`config.mk`:
```
export PLATFORM = sky130hd
export DESIGN_NAME = ovl_nodata_proto
export DESIGN_NICKNAME = d
export VERILOG_FILES = /design/src/ovl_proto_pkg.sv /design/src/ovl_nodata_proto.sv
export SDC_FILE = /design/constraint.sdc
export NUM_CORES = 1
export LEC_CHECK = 0
export ABC_CLOCK_PERIOD_IN_PS = 2500
export CORE_MARGIN = 1.5
export CORE_UTILIZATION = 55
export CTS_CLUSTER_SIZE = 25
export DETAILED_ROUTE_END_ITERATION = 8
export DONT_BUFFER_PORTS = 1
export PLACE_DENSITY = 0.69
export SLEW_MARGIN = 20
export SYNTH_ARGS = -nofsm -noshare
export SYNTH_HDL_FRONTEND = slang
export SYNTH_SLANG_ARGS = --single-unit
```
`constraint.sdc`:
```
create_clock -name core_clk_i -period 2.5 [get_ports core_clk_i]
set_input_delay 0.5 -clock core_clk_i [delete_from_list [all_inputs] [get_ports core_clk_i]]
set_output_delay 0.5 -clock core_clk_i [all_outputs]
set_load 0.02 [all_outputs]
```
`src/ovl_proto_pkg.sv`:
```
// Purpose: shared constants and types for the overlap idle and non-data protocol block
// Assumes: 100 MHz core clock, register decode logic delivers one-cycle event pulses
// Notes: all response times are met in one clock after the strobe event
//
// Function
// - Service-intr state, other-device select: release INTRQ, go deselected overlap idle.
// - Service-intr state, SERVICE write: load tag, drop INTRQ, go to service return.
// - Service-intr state, other overlapped command: drop INTRQ, start new command protocol.
// - Hold no-intr service idle with REL and SERV set and INTRQ negated.
// - No-intr service state, other-device select: go deselected overlap idle.
// - No-intr service state, SERVICE write: load tag, go to service return.
// - No-intr service state, other overlapped command: start new command protocol.
// - Deselected with REL or SERV: BSY, DRQ zero, INTRQ released.
// - Reselect, pending, nIEN zero, REL only: assert INTRQ, enter intr released idle.
// - Reselect, no pending or nIEN one, REL only: enter no-intr released idle.
// - Reselect, pending, nIEN zero, SERV set: assert INTRQ, enter intr service idle.
// - Reselect, no pending or nIEN one, SERV set: enter no-intr service idle.
// - Non-data command write: raise BSY within 400 ns, execute, set pending.
// - Execution done, nIEN zero: set errors, clear BSY, assert INTRQ, intr plain idle.
// - Execution done, nIEN one: set errors, clear BSY, no-intr plain idle.
// - Intr plain idle, status read: clear pending, drop INTRQ within 400 ns.
// - nIEN set while INTRQ asserted in plain idle: negate INTRQ, no-intr idle.
// - No-intr plain idle keeps BSY, DRQ zero and INTRQ negated.
package ovl_proto_pkg;
	localparam int CLK_PERIOD_NS = 10;
	localparam int RESP_MAX_NS = 400;
	// Longest response rounds down to whole cycles
	localparam int RESP_MAX_CYC = RESP_MAX_NS / CLK_PERIOD_NS;
	localparam int TAG_W = 5;
	localparam logic [TAG_W-1:0] TAG_RESET = 5'h00;

	typedef enum logic [1:0] {
		CMD_NODATA = 2'h0,
		CMD_SERVICE = 2'h1,
		CMD_OVERLAP = 2'h2
	} cmd_kind_t;

	// Gray codes along the usual path
	typedef enum logic [2:0] {
		sel_nointr_plain_idle = 3'h0,
		nodata_execute_state = 3'h1,
		sel_intr_plain_idle = 3'h3,
		sel_intr_released_idle = 3'h2,
		sel_nointr_released_idle = 3'h6,
		sel_intr_service_idle = 3'h7,
		sel_nointr_service_idle = 3'h5,
		deselected_overlap_idle = 3'h4
	} proto_state_t;

	typedef struct packed {
		proto_state_t fsm;
		logic pending;
		logic rel;
		logic serv;
		logic intrq;
		logic bsy;
		logic err;
		logic svc_go;
		logic cmd_go;
		logic [TAG_W-1:0] tag;
	} block_state_t;

	localparam block_state_t STATE_RESET = '{
		fsm: sel_nointr_plain_idle, pending: 1'b0, rel: 1'b0, serv: 1'b0, intrq: 1'b0,
		bsy: 1'b0, err: 1'b0, svc_go: 1'b0, cmd_go: 1'b0, tag: TAG_RESET};
endpackage

```
`src/ovl_nodata_proto.sv`:
```
// Purpose: device-side overlap idle and non-data command state machine
// Assumes: event inputs are one-cycle pulses from decode logic on core_clk_i
// Notes: INTRQ is driven in every state but deselected overlap idle; there it is released
`timescale 1ns/10ps
`default_nettype none
module ovl_nodata_proto (
	input wire logic core_clk_i,
	input wire logic reset_n_i,
	input wire logic dev_wr_i,
	input wire logic dev_sel_this_i,
	input wire logic cmd_wr_i,
	input wire ovl_proto_pkg::cmd_kind_t cmd_kind_i,
	input wire logic status_rd_i,
	input wire logic nien_i,
	input wire logic exec_done_i,
	input wire logic exec_error_i,
	input wire logic release_i,
	input wire logic release_pend_i,
	input wire logic release_serv_i,
	input wire logic [ovl_proto_pkg::TAG_W-1:0] svc_tag_i,
	output logic bsy_o,
	output logic drq_o,
	output logic err_o,
	output logic intrq_o,
	output logic intrq_oe_o,
	output logic service_go_o,
	output logic new_cmd_go_o,
	output logic [ovl_proto_pkg::TAG_W-1:0] service_tag_o,
	output ovl_proto_pkg::proto_state_t state_o
);
	import ovl_proto_pkg::*;

	block_state_t cur;
	block_state_t next_cur;
	logic intr_ok;
	logic wr_other;
	logic wr_this;

	// ----------------------------------------
	// Next state
	// ----------------------------------------
	assign intr_ok = cur.pending && !nien_i;
	assign wr_other = dev_wr_i && !dev_sel_this_i;
	assign wr_this = dev_wr_i && dev_sel_this_i;

	always_comb begin
		next_cur = cur;
		next_cur.svc_go = 1'b0;
		next_cur.cmd_go = 1'b0;
		unique case (cur.fsm)
			sel_nointr_plain_idle: begin
				next_cur.intrq = 1'b0;
				if (cmd_wr_i && cmd_kind_i == CMD_NODATA) begin
					next_cur.fsm = nodata_execute_state;
					next_cur.bsy = 1'b1;
					next_cur.pending = 1'b1;
					next_cur.err = 1'b0;
				end
			end
			nodata_execute_state: begin
				if (exec_done_i) begin
					next_cur.bsy = 1'b0;
					next_cur.err = exec_error_i;
					next_cur.intrq = !nien_i;
					next_cur.fsm = nien_i ? sel_nointr_plain_idle : sel_intr_plain_idle;
				end
			end
			sel_intr_plain_idle: begin
				if (status_rd_i || nien_i) begin
					// Read clears pending; nIEN only masks it
					next_cur.pending = cur.pending && !status_rd_i;
					next_cur.intrq = 1'b0;
					next_cur.fsm = sel_nointr_plain_idle;
				end
			end
			sel_intr_released_idle: begin
				if (status_rd_i) begin
					next_cur.pending = 1'b0;
					next_cur.intrq = 1'b0;
					next_cur.fsm = sel_nointr_released_idle;
				end else if (wr_other) begin
					next_cur.intrq = 1'b0;
					next_cur.fsm = deselected_overlap_idle;
				end
			end
			sel_nointr_released_idle: begin
				if (wr_other) begin
					next_cur.fsm = deselected_overlap_idle;
				end
			end
			sel_intr_service_idle: begin
				if (wr_other) begin
					next_cur.intrq = 1'b0;
					next_cur.fsm = deselected_overlap_idle;
				end else if (cmd_wr_i && cmd_kind_i == CMD_SERVICE) begin
					next_cur.tag = svc_tag_i;
					next_cur.intrq = 1'b0;
					next_cur.pending = 1'b0;
					next_cur.svc_go = 1'b1;
					next_cur.fsm = sel_nointr_plain_idle;
				end else if (cmd_wr_i && cmd_kind_i == CMD_OVERLAP) begin
					next_cur.intrq = 1'b0;
					next_cur.pending = 1'b0;
					next_cur.cmd_go = 1'b1;
					next_cur.fsm = sel_nointr_plain_idle;
				end else if (status_rd_i) begin
					next_cur.pending = 1'b0;
					next_cur.intrq = 1'b0;
					next_cur.fsm = sel_nointr_service_idle;
				end
			end
			sel_nointr_service_idle: begin
				next_cur.intrq = 1'b0;
				if (wr_other) begin
					next_cur.fsm = deselected_overlap_idle;
				end else if (cmd_wr_i && cmd_kind_i == CMD_SERVICE) begin
					next_cur.tag = svc_tag_i;
					next_cur.svc_go = 1'b1;
					next_cur.fsm = sel_nointr_plain_idle;
				end else if (cmd_wr_i && cmd_kind_i == CMD_OVERLAP) begin
					next_cur.cmd_go = 1'b1;
					next_cur.fsm = sel_nointr_plain_idle;
				end
			end
			deselected_overlap_idle: begin
				next_cur.bsy = 1'b0;
				next_cur.intrq = 1'b0;
				if (wr_this && (cur.rel || cur.serv)) begin
					next_cur.intrq = intr_ok;
					if (cur.serv) begin
						next_cur.fsm = intr_ok ? sel_intr_service_idle : sel_nointr_service_idle;
					end else begin
						next_cur.fsm = intr_ok ? sel_intr_released_idle : sel_nointr_released_idle;
					end
				end else if (wr_this) begin
					next_cur.fsm = sel_nointr_plain_idle;
				end
			end
		endcase
		// A command released from the overlap engine; REL and SERV kept for reselection
		if (release_i && cur.fsm != nodata_execute_state && cur.fsm != deselected_overlap_idle) begin
			next_cur.rel = 1'b1;
			next_cur.serv = release_serv_i;
			next_cur.pending = release_pend_i;
			next_cur.bsy = 1'b0;
			next_cur.intrq = release_pend_i && !nien_i;
			if (release_serv_i) begin
				next_cur.fsm = (release_pend_i && !nien_i) ? sel_intr_service_idle : sel_nointr_service_idle;
			end else begin
				next_cur.fsm = (release_pend_i && !nien_i) ? sel_intr_released_idle : sel_nointr_released_idle;
			end
		end
		// Serviced or superseded commands leave the overlap bookkeeping
		if (next_cur.svc_go || next_cur.cmd_go) begin
			next_cur.rel = 1'b0;
			next_cur.serv = 1'b0;
		end
	end

	always_ff @(posedge core_clk_i or negedge reset_n_i) begin
		if (!reset_n_i) begin
			cur <= STATE_RESET;
		end else begin
			cur <= next_cur;
		end
	end

	// ----------------------------------------
	// Outputs
	// ----------------------------------------
	// Drive the line, low when negated, in all but deselected overlap idle; release it there
	assign intrq_oe_o = (cur.fsm != deselected_overlap_idle);
	assign intrq_o = cur.intrq;
	assign bsy_o = cur.bsy;
	assign drq_o = 1'b0;
	assign err_o = cur.err;
	assign service_go_o = cur.svc_go;
	assign new_cmd_go_o = cur.cmd_go;
	assign service_tag_o = cur.tag;
	assign state_o = cur.fsm;
endmodule
`default_nettype wire

```
# [Yosys cells after proc, flatten, opt, wreduce, memory -nomap -nowiden]
# Cells that the tools add are included.
[totals] ff_bits=16
[classes] eq_ne=23 mux=45 reduce_logical=32 n_bitwise=1
[op_table] op="two-way mux 3 bit" count=14
[op_table] op="case mux 3 bit (8 select lines)" count=1
[op_table] op="two-way mux 4 bit" count=5
[op_table] op="!= test 3 bit, second input constant" count=6
[op_table] op="two-way mux 7 bit" count=2
[op_table] op="== test 3 bit, second input constant" count=4
[op_table] op="two-way mux 1 bit" count=12
[op_table] op="AND reduction 6 bit" count=2
[op_table] op="logical AND 1 bit" count=11
[op_table] op="two-way mux 2 bit" count=5
[op_table] op="!= test 5 bit, second input constant" count=2
[op_table] op="AND reduction 3 bit" count=3
[op_table] op="two-way mux 8 bit" count=1
[op_table] op="!= test 4 bit, second input constant" count=2
[op_table] op="nonzero test 7 bit" count=1
[op_table] op="== test 3 x 2 -> 1 bit, second input constant" count=2
[op_table] op="!= test 6 bit, second input constant" count=1
[op_table] op="case mux 1 bit (6 select lines)" count=1
[op_table] op="two-way mux 5 bit" count=1
[op_table] op="AND reduction 5 bit" count=1
[op_table] op="nonzero test 5 bit" count=1
[op_table] op="!= test 2 bit, second input constant" count=2
[op_table] op="case mux 1 bit (4 select lines)" count=1
[op_table] op="nonzero test 2 bit" count=2
[op_table] op="13 further kinds" count=18

# [Logic depth before layout (Yosys ltp)]
[depth] depth_word=8 ltp_mapped=7

# [Worst setup path before layout]
# No wires, ideal clock.
[synth_path] kind="input -> register" start="input port cmd_kind_i[1]" end="register cur, in the netlist state_o[0]" setup_slack_ns=0.571 arrival_time_ns=1.805 required_time_ns=2.375 stages=5 cell_sequence="or3b_1 nand2_1 o41ai_1 or4b_4 mux2_2"
[synth_via] elab_chain_cells=7
[synth_lines] element="start: declaration" line="ovl_nodata_proto.sv:12" source="input wire ovl_proto_pkg::cmd_kind_t cmd_kind_i,"
[synth_lines] element="== test 2 bit" line="ovl_nodata_proto.sv:101, ovl_nodata_proto.sv:120"
[synth_lines] element="logical AND 1 bit" line="ovl_nodata_proto.sv:101, ovl_nodata_proto.sv:120"
[synth_lines] element="two-way mux 4 bit" line="ovl_nodata_proto.sv:101" source="end else if (cmd_wr_i && cmd_kind_i == CMD_OVERLAP) begin"
[synth_lines] element="two-way mux 4 bit" line="ovl_nodata_proto.sv:95" source="end else if (cmd_wr_i && cmd_kind_i == CMD_SERVICE) begin"
[synth_lines] element="two-way mux 3 bit" line="ovl_nodata_proto.sv:92" source="if (wr_other) begin"
[synth_lines] element="case mux 3 bit (8 select lines)" line="ovl_nodata_proto.sv:50" source="unique case (cur.fsm)"
[synth_lines] element="two-way mux 8 bit" line="ovl_nodata_proto.sv:141" source="if (release_i && cur.fsm != nodata_execute_state && cur.fsm != deselected_overlap_idle) begin"
[synth_lines] element="end signal: assignment" line="ovl_nodata_proto.sv:164" source="cur <= next_cur;"
[synth_lines] element="end: declaration" line="ovl_nodata_proto.sv:33" source="block_state_t cur;"
# Several ways; a longest one is shown, not always the timed one. The select of a mux whose other input is x is not followed.
# A chain may end at the register's enable or synchronous reset.

# [Worst setup path after layout]
[layout_path] start="register cur, in the netlist state_o[1]" end="register cur, in the netlist state_o[0]"
[layout_via] elab_chain_cells=5
[layout_lines] element="!= test 3 x 1 -> 1 bit" line="ovl_nodata_proto.sv:141"
[layout_lines] element="logical AND 1 bit (2 in series)" line="ovl_nodata_proto.sv:141"
[layout_lines] element="!= test 6 bit (no source line) (tied with other cells)"
[layout_lines] element="AND reduction 6 bit (no source line)"
# Several ways; a longest one is shown, not always the timed one. The select of a mux whose other input is x is not followed.

==> flow_summary.json <==
{
  "ant_nets": 0,
  "relSlewSlack": 0.502,
  "grt_use_met1": 0.336,
  "fmax_mhz": 468,
  "rows": 16,
  "diodes": 0,
  "rr_startpoint": "state_o[1]$_DFFE_PN0P_",
  "post_route_cells_drive_above_1_share": 0.167,
  "power.combinational.fraction": 0.510,
  "grt_overflow": 0,
  "hold_violations": 0,
  "hold_end": "bsy_o$_DFFE_PN0P_",
  "port_buffers": 0,
  "ioPinCount": 34,
  "die_x_um": 49.3,
  "slowest_delay_ns": 0.64,
  "final_util": 0.606,
  "cp-start-kind": "flop",
  "finalCriticalPeriod_ns": 2.14,
  "switching_share": 0.464,
  "ir_drop_mv": 0.779,
  "rsz0062_at_grt": "false",
  "clkSinkCount": 16,
  "fin_crit_sh": 0.855,
  "ys_warn_count": 0,
  "synth_edf_count": 0,
  "holdCritPathClass": "input pin to flop",
  "p_clk_frac": 0.114,
  "syn_inst": 137,
  "switchingPower_mw": 0.725,
  "drc_errors": 0,
  "drt_iter0_markers": 39,
  "synth_seq_area_share": 0.339,
  "worstPathRequired_ns": 2.69,
  "seq_power_share": 0.376,
  "grt_pass1_vias": 1046,
  "avgSynthCellArea_um2": 8.62,
  "crit_type": "flop to flop",
  "path_buf_inv": 1,
  "p_leak_nw": 0.516,
  "die_y_um": 49.3,
  "worst_pin_slew_ns": 0.744,
  "cp_slowest_cell": "dfrtp_1",
  "clock_latency_ns": 0.30,
  "core_um2": 2000,
  "grt_pass1_wl_mm": 4.80,
  "cts_resized": 0,
  "async_flop_share": 1.00,
  "wl_mm": 2.78,
  "top_usage_layer": "met2",
  "yosysUniqueCellTypes": 42,
  "skew_ns": 0.00946,
  "antenna_found_initial": 0,
  "synth_nets": 156,
  "vias": 1024,
  "routabilityCongestion": 0.969,
  "fin_tns_setup_ns": 0,
  "met2_usage": 0.412,
  "worst_slack_ns": 0.363,
  "dpl.hpwl_mm": 2.04,
  "fin_area_um2": 1210,
  "stdcell_count": 159,
  "dominantRegCellSynth": "dfrtp_1",
  "worst_setup_path_end_kind": "flop",
  "ys_ff_latch": 16,
  "status": "complete, no violations",
  "cts_tree": "yes",
  "post-place-ws_ns": 0.445,
  "first_pass_iters": 4,
  "die_area_um2": 2430,
  "cts.htree.levels": 1,
  "grtUsageMet3": 0.0736,
  "worstPathArrival_ns": 2.33,
  "final_nets": 152,
  "clkSlewWorstSetupHoldPaths_ns": 0.10,
  "viasPerCell": 6.44,
  "max_cap_violations": 0,
  "numCtsBuffers": 3,
  "post_cts_buffers": 0,
  "synthToLayoutAreaGrowth_pct": 2.65,
  "worstPathMaxFanout": 12,
  "start_util": 0.590,
  "grt_max_degree": 17,
  "dpl.cell_count": 154,
  "synth_area_um2": 1180,
  "internal_power_mw": 0.837,
  "rrSetupSlack_ns": 0.36,
  "r2r_cells": 5,
  "setup_viol": 0,
  "power.density_nw_per_um2": 1290,
  "clk_path_buf_depth": 2,
  "min_from": "release_i",
  "holdPathStages": 1,
  "wl_per_cell_um": 17.5,
  "clockRootBuffer": "clkbuf_4",
  "rr_endpoint": "state_o[0]$_DFFE_PN0P_",
  "slew_violations": 0,
  "grt.total_usage": 0.259,
  "cp_cell_sequence": "buf_4, nand2b_1, o41ai_1, or4b_4, mux2_2",
  "place_area_um2": 1170,
  "cp_top_family": "flip-flops"
}
## worst max path at each step
stage / start / endpoint / slack [ns] / cells after the start
6_report: state_o[1]$_DFFE_PN0P_ / state_o[0]$_DFFE_PN0P_ / 0.36 / 5
5_1_grt: state_o[1]$_DFFE_PN0P_ / state_o[0]$_DFFE_PN0P_ / 0.20 / 5
4_1_cts: state_o[1]$_DFFE_PN0P_ / intrq_oe_o / 0.37 / 2
3_5_place_dp: state_o[2]$_DFFE_PN0P_ / state_o[1]$_DFFE_PN0P_ / 0.45 / 6
3_3_place_gp: state_o[2]$_DFFE_PN0P_ / state_o[1]$_DFFE_PN0P_ / 0.49 / 6
2_1_floorplan: cmd_kind_i[1] / state_o[0]$_DFFE_PN0P_ / 0.57 / 5
## final cells by class
class	count	area, um^2
Inverter	6	22.5
Multi-Input combinational cell	98	657
Tap cell	27	33.8
Timing Repair Buffer	8	62.6
Fill cell	175	790
Sequential cell	16	400
Clock buffer	4	36.3
## through the flow
step	power (mW)	hold slack (ns)
finish	1.56	0.279
global route	1.68	0.276
CTS	1.56	0.277
detailed placement	1.37	0.205
global placement	1.35	0.205
floorplan	1.27	0.204
## routing by layer
metal  up-vias  share of wire  wire, um
li1        482              -         -
met1       482           0.42      1180
met2        54           0.45      1250
met3         6           0.11       293
met4         0          0.019        52
met5         -              0         0
## timing repair
item	4_1_cts	5_1_grt
hold buffers	1	0
endpoints found under the hold margin	16	0
endpoints found under the setup margin	0	0
## placed cells by master, fill, tap and decap left out, drive strengths merged, types with 2 or more instances in the layout
cell / instances
dfrtp: 16
nor2: 14
a21oi: 11
mux2: 9
buf: 7
nand2: 6
inv: 6
nand2b: 6
o21ai: 6
a211oi: 4
nor3: 4
clkbuf: 4
nor2b: 3
or3b: 2
nand4b: 2
o41ai: 2
nor4: 2
o211ai: 2
a2111oi: 2
o32a: 2
mux2i: 2
## registers in the layout, summed over array words and instances, names as in the netlist
signal,flops
cur,3
intrq_o,1
service_tag_o,5
new_cmd_go_o,1
bsy_o,1
err_o,1
service_go_o,1
state_o,3
## power by group through the flow
stage	clock [mW]	combinational, mW	sequential, mW
floorplan	0	0.815	0.460
global placement	0	0.759	0.589
detailed placement	0	0.775	0.595
CTS	0.180	0.787	0.588
global route	0.195	0.877	0.606
finish	0.178	0.797	0.587
## cells by family (layout without fill, tap and decap cells)
group	count (synthesis)	after routing	share of synthesized area
AOI/OAI and AO/OA	40	40	0.232
xor gates and xnor gates	2	2	0.0148
buffers and inverters	23	18	0.105
DFF	16	16	0.339
muxes	11	11	0.103
other	1	1	0.00317
and+or+nand+nor	44	44	0.203
## Yosys cell counts, drive strengths merged, types with 3 or more instances
master  count  share of area
nor2       14          0.044
nand2b      6          0.032
buf        13          0.073
a211oi      4          0.025
clkbuf      4          0.013
a21oi      11          0.047
o21ai       6          0.025
nand2       6          0.019
nor2b       3          0.016
inv         6          0.019
nor3        4          0.017
mux2        9          0.086
dfrtp      16           0.34
(Power assumes the default switching activity.)
